===== config.mk =====
export PLATFORM = sky130hd
export DESIGN_NAME = half_bridge_pwm
export DESIGN_NICKNAME = d
export VERILOG_FILES = /design/src/inc/dead_band_pkg.sv /design/src/rtl/half_bridge_pwm.sv /design/src/rtl/dead_band_delay.sv
export SDC_FILE = /design/constraint.sdc
export NUM_CORES = 1
export LEC_CHECK = 0
export ABC_AREA = 0
export BUFFER_PORTS_ARGS = -buffer_cell sky130_fd_sc_hd__buf_2
export CAP_MARGIN = 20
export CORE_UTILIZATION = 45
export CTS_BUF_LIST = sky130_fd_sc_hd__clkbuf_4
export DETAILED_ROUTE_END_ITERATION = 10
export PLACE_DENSITY = 0.7
export SYNTH_ARGS = -nofsm -noshare
export SYNTH_HDL_FRONTEND = slang
export SYNTH_HIERARCHICAL = 1
export SYNTH_SLANG_ARGS = --single-unit

===== constraint.sdc =====
create_clock -name SYS_CLK -period 2.5 [get_ports SYS_CLK]
set_input_delay 0.25 -clock SYS_CLK [delete_from_list [all_inputs] [get_ports SYS_CLK]]
set_output_delay 0.25 -clock SYS_CLK [all_outputs]
set_load 0.05 [all_outputs]

===== src/inc/dead_band_pkg.sv =====
// Package: register map, field layout and timing constants of the dead-band and restart block.
// Assumes a single 40 MHz clock and a 32-bit AHB-Lite register bus.
package dead_band_pkg;
   // ==========================================================================
   // Register byte addresses
   localparam logic [7:0] DBR_CTRL_ADDR   = 8'h00;
   localparam logic [7:0] CAP_CTRL_ADDR   = 8'h04;
   localparam logic [7:0] SHUT_CTRL_ADDR  = 8'h08;
   localparam logic [7:0] PERIOD_ADDR     = 8'h0c;
   localparam logic [7:0] DUTY_ADDR       = 8'h10;
   localparam logic [7:0] IRQ_STAT_ADDR   = 8'h14;
   localparam logic [7:0] IRQ_MASK_ADDR   = 8'h18;
   localparam logic [7:0] STATE_ADDR      = 8'h1c;
   // ==========================================================================
   // Reset values
   localparam logic [7:0] CTRL_RESET      = 8'h00;
   localparam logic [7:0] PERIOD_RESET    = 8'hff;
   // ==========================================================================
   // Field positions and widths, prescaler ratio
   localparam int RESTART_BIT   = 7;
   localparam int DB_WIDTH      = 7;
   localparam int SHUT_FLAG_BIT = 7;
   localparam int HALF_BIT      = 7;
   localparam int POL_A_BIT     = 1;
   localparam int POL_B_BIT     = 0;
   localparam int PRESCALE      = 4;
   // Interrupt status bits
   localparam int IRQ_SHUT      = 0;
   localparam int IRQ_RESTART   = 1;
   localparam int IRQ_PERIOD    = 2;
   localparam int IRQ_BITS      = 3;

   typedef struct packed {
      logic       auto_restart_enable;
      logic [6:0] dead_band_count;
   } dbr_ctrl_t;

   typedef struct packed {
      logic a;
      logic b;
   } pwm_pair_t;

   typedef enum logic [1:0] {RUN, SHUT, WAIT_PERIOD} run_state_t;
endpackage


===== src/rtl/half_bridge_pwm.sv =====
// Half-bridge PWM with dead band, auto-shutdown and restart, behind AHB-Lite.
// Assumes a single 40 MHz clock, synchronous inputs and one AHB master.
//
// Added by the designer: register access over AHB-Lite and the register offsets.
`timescale 1ns/10ps
// Behaviour
// - Delay only inactive-to-active output transitions
// - Seven-bit delay field counts instruction cycles
// - Count equals cycles from schedule to active
// - Auto-restart clears flag when shutdown ends
// - Period boundary when timer equals limit
// - Output A carries PWM, B its complement
// - Overlong delay keeps output inactive all cycle
// - Shutdown is level; flag held while present
// - Resume only at next full period
module half_bridge_pwm #(
   parameter int TIMER_W = 8
) (
   // Clock and reset
   input  wire logic        SYS_CLK,
   input  wire logic        NRST,
   // AHB-Lite slave
   input  wire logic        HSEL,
   input  wire logic [31:0] HADDR,
   input  wire logic [1:0]  HTRANS,
   input  wire logic        HWRITE,
   input  wire logic [2:0]  HSIZE,
   input  wire logic        HREADY,
   input  wire logic [31:0] HWDATA,
   output logic [31:0]      HRDATA,
   output logic             HREADYOUT,
   output logic             HRESP,
   // Shutdown source and outputs
   input  wire logic        SHUTDOWN_IN,
   output logic             PWM_OUT_A,
   output logic             PWM_OUT_B,
   output logic             IRQ
);
   dead_band_pkg::dbr_ctrl_t   dbr_r;
   logic [7:0]                 cap_r;
   logic [5:0]                 shut_cfg_r;
   logic                       flag_r;
   logic [TIMER_W-1:0]         limit_r;
   logic [TIMER_W-1:0]         duty_r;
   logic [TIMER_W-1:0]         timer_r;
   logic [1:0]                 pre_r;
   logic [dead_band_pkg::IRQ_BITS-1:0] stat_r;
   logic [dead_band_pkg::IRQ_BITS-1:0] mask_r;
   logic [dead_band_pkg::IRQ_BITS-1:0] ev;
   dead_band_pkg::run_state_t  state_r;
   dead_band_pkg::pwm_pair_t   raw, dly, out_r;
   logic                       wr_pend_r;
   logic                       rd_stat_r;
   logic [7:0]                 addr_r;
   logic                       tick, period_end, period_start, sw_clear, sw_set, half, pwm;

   // ==========================================================================
   // Address phase capture
   function automatic logic hit(input logic [7:0] a, input logic [7:0] r);
      return a == r;
   endfunction

   wire acc = HSEL && HREADY && HTRANS[1];

   always_ff @(posedge SYS_CLK or negedge NRST) begin
      if (!NRST) begin
         wr_pend_r <= 1'b0;
         addr_r    <= 8'h00;
      end else begin
         wr_pend_r <= acc && HWRITE;
         if (acc)
            addr_r <= HADDR[7:0];
      end
   end

   assign HREADYOUT = 1'b1;
   assign HRESP     = 1'b0;

   // ==========================================================================
   // Read mux, zero for unmapped addresses
   always_comb begin
      HRDATA = 32'h0000_0000;
      if (hit(addr_r, dead_band_pkg::DBR_CTRL_ADDR))  HRDATA[7:0] = dbr_r;
      if (hit(addr_r, dead_band_pkg::CAP_CTRL_ADDR))  HRDATA[7:0] = cap_r;
      if (hit(addr_r, dead_band_pkg::SHUT_CTRL_ADDR)) HRDATA[7:0] = {flag_r, 1'b0, shut_cfg_r};
      if (hit(addr_r, dead_band_pkg::PERIOD_ADDR))    HRDATA[TIMER_W-1:0] = limit_r;
      if (hit(addr_r, dead_band_pkg::DUTY_ADDR))      HRDATA[TIMER_W-1:0] = duty_r;
      if (hit(addr_r, dead_band_pkg::IRQ_STAT_ADDR))  HRDATA[dead_band_pkg::IRQ_BITS-1:0] = stat_r;
      if (hit(addr_r, dead_band_pkg::IRQ_MASK_ADDR))  HRDATA[dead_band_pkg::IRQ_BITS-1:0] = mask_r;
      if (hit(addr_r, dead_band_pkg::STATE_ADDR))     HRDATA[TIMER_W-1:0] = timer_r;
   end

   // ==========================================================================
   // Configuration registers
   always_ff @(posedge SYS_CLK or negedge NRST) begin
      if (!NRST) begin
         dbr_r      <= dead_band_pkg::CTRL_RESET;
         cap_r      <= dead_band_pkg::CTRL_RESET;
         shut_cfg_r <= 6'h00;
         limit_r    <= TIMER_W'(dead_band_pkg::PERIOD_RESET);
         duty_r     <= '0;
         mask_r     <= '0;
      end else if (wr_pend_r) begin
         if (hit(addr_r, dead_band_pkg::DBR_CTRL_ADDR))  dbr_r      <= HWDATA[7:0];
         if (hit(addr_r, dead_band_pkg::CAP_CTRL_ADDR))  cap_r      <= HWDATA[7:0];
         if (hit(addr_r, dead_band_pkg::SHUT_CTRL_ADDR)) shut_cfg_r <= HWDATA[5:0];
         if (hit(addr_r, dead_band_pkg::PERIOD_ADDR))    limit_r    <= HWDATA[TIMER_W-1:0];
         if (hit(addr_r, dead_band_pkg::DUTY_ADDR))      duty_r     <= HWDATA[TIMER_W-1:0];
         if (hit(addr_r, dead_band_pkg::IRQ_MASK_ADDR))
            mask_r <= HWDATA[dead_band_pkg::IRQ_BITS-1:0];
      end
   end

   // ==========================================================================
   // Instruction-cycle prescaler and period timer
   always_ff @(posedge SYS_CLK or negedge NRST) begin
      if (!NRST)
         pre_r <= 2'h0;
      else
         pre_r <= pre_r + 2'h1;
   end
   assign tick = (pre_r == 2'(dead_band_pkg::PRESCALE - 1));
   assign period_end   = tick && (timer_r == limit_r);
   assign period_start = period_end;

   always_ff @(posedge SYS_CLK or negedge NRST) begin
      if (!NRST)
         timer_r <= '0;
      else if (period_end)
         timer_r <= '0;
      else if (tick)
         timer_r <= timer_r + TIMER_W'(1);
   end

   // ==========================================================================
   // Shutdown flag; hardware set wins over software clear
   assign sw_clear = wr_pend_r && hit(addr_r, dead_band_pkg::SHUT_CTRL_ADDR)
                     && !HWDATA[dead_band_pkg::SHUT_FLAG_BIT];
   assign sw_set   = wr_pend_r && hit(addr_r, dead_band_pkg::SHUT_CTRL_ADDR)
                     && HWDATA[dead_band_pkg::SHUT_FLAG_BIT];

   always_ff @(posedge SYS_CLK or negedge NRST) begin
      if (!NRST)
         flag_r <= 1'b0;
      else if (SHUTDOWN_IN || sw_set)
         flag_r <= 1'b1;
      else if (dbr_r.auto_restart_enable)
         flag_r <= 1'b0;
      else if (sw_clear)
         flag_r <= 1'b0;
   end

   // ==========================================================================
   // Run state: shutdown, then wait for a fresh period
   always_ff @(posedge SYS_CLK or negedge NRST) begin
      if (!NRST)
         state_r <= dead_band_pkg::WAIT_PERIOD;
      else begin
         case (state_r)
            dead_band_pkg::RUN:
               if (flag_r || SHUTDOWN_IN) state_r <= dead_band_pkg::SHUT;
            dead_band_pkg::SHUT:
               if (!flag_r && !SHUTDOWN_IN) state_r <= dead_band_pkg::WAIT_PERIOD;
            dead_band_pkg::WAIT_PERIOD:
               if (flag_r || SHUTDOWN_IN) state_r <= dead_band_pkg::SHUT;
               else if (period_start) state_r <= dead_band_pkg::RUN;
            default:
               state_r <= dead_band_pkg::SHUT;
         endcase
      end
   end

   // ==========================================================================
   // Raw waveform and dead band per leg
   assign half  = cap_r[dead_band_pkg::HALF_BIT];
   assign pwm   = (timer_r < duty_r);
   assign raw.a = pwm;
   assign raw.b = !pwm;

   dead_band_delay u_leg_a (
      .clk          (SYS_CLK),
      .nrst         (NRST),
      .tick         (tick),
      .period_start (1'b0),
      .count        (half ? dbr_r.dead_band_count : 7'h00),
      .want         (raw.a && state_r == dead_band_pkg::RUN),
      .active       (dly.a)
   );

   dead_band_delay u_leg_b (
      .clk          (SYS_CLK),
      .nrst         (NRST),
      .tick         (tick),
      .period_start (1'b0),
      .count        (half ? dbr_r.dead_band_count : 7'h00),
      .want         (raw.b && half && state_r == dead_band_pkg::RUN),
      .active       (dly.b)
   );

   // Output registers with programmable polarity; shutdown forces inactive
   always_ff @(posedge SYS_CLK or negedge NRST) begin
      if (!NRST)
         out_r <= 2'b00;
      else begin
         out_r.a <= dly.a ^ cap_r[dead_band_pkg::POL_A_BIT];
         out_r.b <= dly.b ^ cap_r[dead_band_pkg::POL_B_BIT];
      end
   end
   assign PWM_OUT_A = out_r.a;
   assign PWM_OUT_B = out_r.b;

   // ==========================================================================
   // Interrupt status, cleared by a read, set wins
   assign ev[dead_band_pkg::IRQ_SHUT]    = flag_r == 1'b0 && SHUTDOWN_IN;
   assign ev[dead_band_pkg::IRQ_RESTART] = state_r == dead_band_pkg::WAIT_PERIOD && period_start;
   assign ev[dead_band_pkg::IRQ_PERIOD]  = period_end;

   always_ff @(posedge SYS_CLK or negedge NRST) begin
      if (!NRST)
         rd_stat_r <= 1'b0;
      else
         rd_stat_r <= acc && !HWRITE && hit(HADDR[7:0], dead_band_pkg::IRQ_STAT_ADDR);
   end

   always_ff @(posedge SYS_CLK or negedge NRST) begin
      if (!NRST)
         stat_r <= '0;
      else
         stat_r <= (rd_stat_r ? '0 : stat_r) | ev;
   end

   assign IRQ = |(stat_r & mask_r);
endmodule // half_bridge_pwm


===== src/rtl/dead_band_delay.sv =====
// One output leg: delays inactive-to-active by a count of instruction cycles.
// Assumes tick pulses once every instruction cycle; the top ties period_start low, so a new period never restarts the delay.
`timescale 1ns/10ps
module dead_band_delay (
   // Clock and reset
   input  wire logic       clk,
   input  wire logic       nrst,
   // Control
   input  wire logic       tick,
   input  wire logic       period_start,
   input  wire logic [6:0] count,
   input  wire logic       want,
   // Result
   output logic            active
);
   logic [6:0] wait_r;

   // ==========================================================================
   // Delay counter, reloaded each time the leg is asked to go inactive
   always_ff @(posedge clk or negedge nrst) begin
      if (!nrst) begin
         wait_r <= 7'h00;
      end else if (!want || period_start) begin
         wait_r <= count;
      end else if (tick && wait_r != 7'h00) begin
         wait_r <= wait_r - 7'h01;
      end
   end

   // Active only once wait expired; zero count passes straight through
   // A count longer than the active time never expires before want drops
   assign active = want && (wait_r == 7'h00);
endmodule // dead_band_delay


==> results.md <==
* Result of the run: finished clean
* Worst-Margin Slew at 0.620 ns
* Final global-route overflow total at 0
* CTS H-tree lvls at 3
* Count of mapped cells out of synthesis at 422
* Clock network power share at 26.5%
* Number of remaining DRC errors at 0
* Count of TritonRoute iterations in the first routing pass at 4
* Startpoint class of the critical path: flip-flop
* Post-detailed-routing wire length at 10.1 mm
* Detail-routed net length per standard cell at 16.3 µm
* Number of warnings printed during yosys synthesis at 6
* Average size of a mapped cell at 11.1 µm²
* Sw Ratio at 32.5%
* #FFs+latches synth at 83
* Area taken by flip-flops and latches at 2090 µm²
* Highest Clock Rate at 0.419 GHz
* Number of top-level pins at 112
* Area taken by multi-input logic gates at 2390 µm²
* Cell area after synthesis at 4660 µm²
* Crit path arrival time at 2.14 ns
* Most used cells in the layout excluding fill and tap cells: 71 x sky130_fd_sc_hd__dfrtp_1, 57 x sky130_fd_sc_hd__mux2_2, 32 x sky130_fd_sc_hd__nand2_1, 30 x sky130_fd_sc_hd__buf_2, 28 x sky130_fd_sc_hd__conb_1
* Register share of total power at 48.7%
* Most frequent standard cell in the layout excluding fill and tap cells: sky130_fd_sc_hd__dfrtp_1
* Total number of nets in the final design at 570
* Endpoint required time on the critical path at 2.25 ns
* Part of the Yosys area used for sequential elements at 44.8%
* TritonCTS Buffers at 9
* Path type of the worst setup path: flip-flop to output pin
* Cell Int Power at 0.00224 W
* Combinational fraction of design power at 24.9%
* Total of endpoints with negative setup slack in the final report at 0
* Ys async rst share at 100%
* Leakage Power at 2.39 nW
* Critical Path Fanout Max at 12
* Fin crit share at 95.5%
* TritonCTS clock tree: built
* Initial Utilization at 47.1%
* Met3 wire len at 396 µm
* FF-to-FF setup slack at 0.25 ns
* Max-cap violations at 0
* Area of the core at 9910 µm²
* Largest net degree at the start of global routing at 48
* Remaining number of nets flagged by the antenna check after routing at 0
* Clock Root Buffer: sky130_fd_sc_hd__clkbuf_4
* Total number of clock tree sinks at 83
* Filler Cells Inserted at 892
* Final GP Congestion at 0.856
* Worst slew margin relative to its limit at 58.7%
* Vert. Die Dim at 104 µm
* CTS max path bufs at 2
* Final critical path time including I/O delays and setup at 2.39 ns
* Largest vdd supply drop at 0.358 mV
* Fin. max-slew vios at 0
* RSZ-0062 raised after global routing: no
* Detail Placement HPWL at 7.44 mm
* Ratio of cells with drive above 1 in the final layout at 34.5%
* Synthesis-to-layout area growth at 13.0%
* Register clock-pin slew on the reported worst setup and hold paths at 0.13 ns
* Final clock skew at 0.0162 ns
* Post-synth EDFFs at 0
* Antenna violations before repair at 0
* Total power density per cell area at 628 nW/µm²
* Routed metal-1 wire length at 4.37 mm
* Width of the die at 104 µm
* Overall via count from detail_route at 3328
* Highest layer used for signal routing: met4
* Via count of the first global-routing pass at 3437
* Diode insertion count for antenna repair at 0
* Path category of the worst min-delay check: input port to flip-flop
* Site row count at 36
* Overall power after layout at 0.00331 W
* Global-route wire length before repair at 16.9 mm
* Number of distinct standard cells referenced by the synthesized netlist at 54
* Setup crit end kind: output pin
* Iteration-0 DRC Markers at 118
* Area enclosed by the die boundary at 10800 µm²
* Top FF cell, synth: sky130_fd_sc_hd__dfrtp_1
* Clock latency on the worst-skew pair at 0.43 ns
* Final hold violations at 0
* GRT Resource Usage Total at 20.0%
* Net Switching at 0.00108 W
* Average vias per placed instance at 5.37
* Number of port buffers at 33
* Setup TNS Final at 0 ns
* Met2 wire length at 5.04 mm
-- final cells by class --
type | count | area share (%)
Multi-Input combinational cell | 308 | 45.3
Clock buffer | 9 | 1.28
Inverter | 21 | 1.50
Timing Repair Buffer | 59 | 7.26
Sequential cell | 83 | 39.7
Tap cell | 133 | 3.16
Clock inverter | 7 | 1.76
-- logic make-up (layout without fill, tap and decap cells) --
logic type | count (synthesis) | after routing | share of synthesized area (%)
flops | 83 | 83 | 44.8
xor+xnor | 19 | 19 | 3.57
mux | 67 | 67 | 16.7
simple gates | 116 | 116 | 15.8
other cells | 2 | 28 | 0.161
fa+ha+maj | 13 | 13 | 3.49
buf+inv | 57 | 96 | 6.76
compound gates | 65 | 65 | 8.72
-- through the flow --
step           std cells  hold slack [ns]  utilization [%]  setup slack (ns)  area (µm²)
2_1_floorplan        448          -0.0456                -             0.363        4760
3_3_place_gp         598            0.307             50.7             0.132        5020
3_5_place_dp         598            0.310             50.7             0.148        5020
4_1_cts              615           0.0199             52.5            0.0110        5200
5_1_grt              620           0.0243             53.2           0.00265        5270
6_report             620           0.0384             53.2             0.112        5270
-- critical path, cell delays in order (launching register included) --
cell and delay [ns]:
sky130_fd_sc_hd__dfrtp_4 0.54, sky130_fd_sc_hd__mux2_2 0.35, sky130_fd_sc_hd__o22ai_1 0.27, sky130_fd_sc_hd__o22ai_1 0.12, sky130_fd_sc_hd__a22o_1 0.22, sky130_fd_sc_hd__clkbuf_4 0.21
-- sequential cells by signal, indices dropped and copies added (netlist names), 2 cells and up --
name / flops
pre_r: 2
state_r: 2
mask_r: 3
cap_r: 8
timer_r: 8
shut_cfg_r: 6
u_leg_b/wait_r: 7
addr_r: 8
dbr_r: 8
duty_r: 8
u_leg_a/wait_r: 7
stat_r: 3
limit_r: 8
-- path summary, 6_finish.rpt --
check | end | depth (start not counted) | from
setup / recovery | HRDATA[0] | 5 | addr_r[2]
hold / removal | flag_r | 3 | SHUTDOWN_IN
setup reg to reg | u_leg_b/wait_r[1] | 10 | duty_r[4]
hold reg to reg | pre_r[0] | 1 | pre_r[0]
max in group asynchronous | state_r[1] | 3 | NRST
min in group asynchronous | shut_cfg_r[3] | 2 | NRST
-- power by group through the flow --
| stage | clock (W) | sequential, W | combinational (W) |
|---|---|---|---|
| floorplan | 0 | 0.00162 | 0.000564 |
| CTS | 0.000894 | 0.00161 | 0.000792 |
| global placement | 0 | 0.00163 | 0.000766 |
| global route | 0.000934 | 0.00163 | 0.000895 |
| detailed placement | 0 | 0.00164 | 0.000784 |
| finish | 0.000876 | 0.00161 | 0.000824 |
-- metal layers --
layer / up-vias / track usage (%)
met2: 99 / 34.4
met4: 0 / 9.59
li1: 1564 / -
met1: 1648 / 24.6
met5: - / 0
met3: 17 / 2.89
-- synthesized netlist by cell type (2+ instances only) --
library cell | n | area share, %
sky130_fd_sc_hd__a211oi_1 | 4 | 0.64
sky130_fd_sc_hd__a21boi_1 | 2 | 0.32
sky130_fd_sc_hd__a21o_1 | 5 | 0.80
sky130_fd_sc_hd__a21oi_1 | 13 | 1.4
sky130_fd_sc_hd__a22o_1 | 3 | 0.56
sky130_fd_sc_hd__a22oi_1 | 5 | 0.80
sky130_fd_sc_hd__and2_1 | 9 | 1.2
sky130_fd_sc_hd__and3_1 | 5 | 0.67
sky130_fd_sc_hd__buf_2 | 3 | 0.32
sky130_fd_sc_hd__buf_4 | 26 | 4.2
sky130_fd_sc_hd__clkbuf_1 | 7 | 0.56
sky130_fd_sc_hd__conb_1 | 2 | 0.16
sky130_fd_sc_hd__dfrtp_1 | 74 | 40
sky130_fd_sc_hd__dfstp_2 | 9 | 5.1
sky130_fd_sc_hd__ha_1 | 13 | 3.5
sky130_fd_sc_hd__inv_1 | 21 | 1.7
sky130_fd_sc_hd__mux2_2 | 57 | 14
sky130_fd_sc_hd__mux2i_1 | 7 | 1.5
sky130_fd_sc_hd__mux4_2 | 3 | 1.4
sky130_fd_sc_hd__nand2_1 | 32 | 2.6
sky130_fd_sc_hd__nand2b_1 | 6 | 0.80
sky130_fd_sc_hd__nand3_1 | 3 | 0.32
sky130_fd_sc_hd__nand3_2 | 3 | 0.64
sky130_fd_sc_hd__nand3b_1 | 3 | 0.48
sky130_fd_sc_hd__nand4_1 | 6 | 0.80
sky130_fd_sc_hd__nand4_2 | 2 | 0.54
sky130_fd_sc_hd__nor2_1 | 18 | 1.4
sky130_fd_sc_hd__nor2b_1 | 5 | 0.67
sky130_fd_sc_hd__nor3_1 | 3 | 0.32
sky130_fd_sc_hd__nor3_2 | 2 | 0.43
sky130_fd_sc_hd__nor4b_1 | 2 | 0.38
sky130_fd_sc_hd__nor4b_2 | 3 | 0.97
sky130_fd_sc_hd__nor4b_4 | 2 | 1.0
sky130_fd_sc_hd__o21ai_0 | 15 | 1.6
sky130_fd_sc_hd__o21ai_1 | 6 | 0.64
sky130_fd_sc_hd__o22ai_1 | 5 | 0.67
sky130_fd_sc_hd__or3_1 | 2 | 0.27
sky130_fd_sc_hd__or4_1 | 2 | 0.32
sky130_fd_sc_hd__or4b_4 | 2 | 0.59
sky130_fd_sc_hd__xnor2_1 | 13 | 2.4
sky130_fd_sc_hd__xor2_1 | 6 | 1.1
-- timing repair --
item | CTS | global route
endpoints found under the setup margin | 8 | 15
buffers inserted | 0 | 5
endpoints found under the hold margin | 41 | 0
hold buffers | 1 | 0
gates resized for setup | 3 | 11
pin swaps | 0 | 1
(Power assumes the default switching activity.)
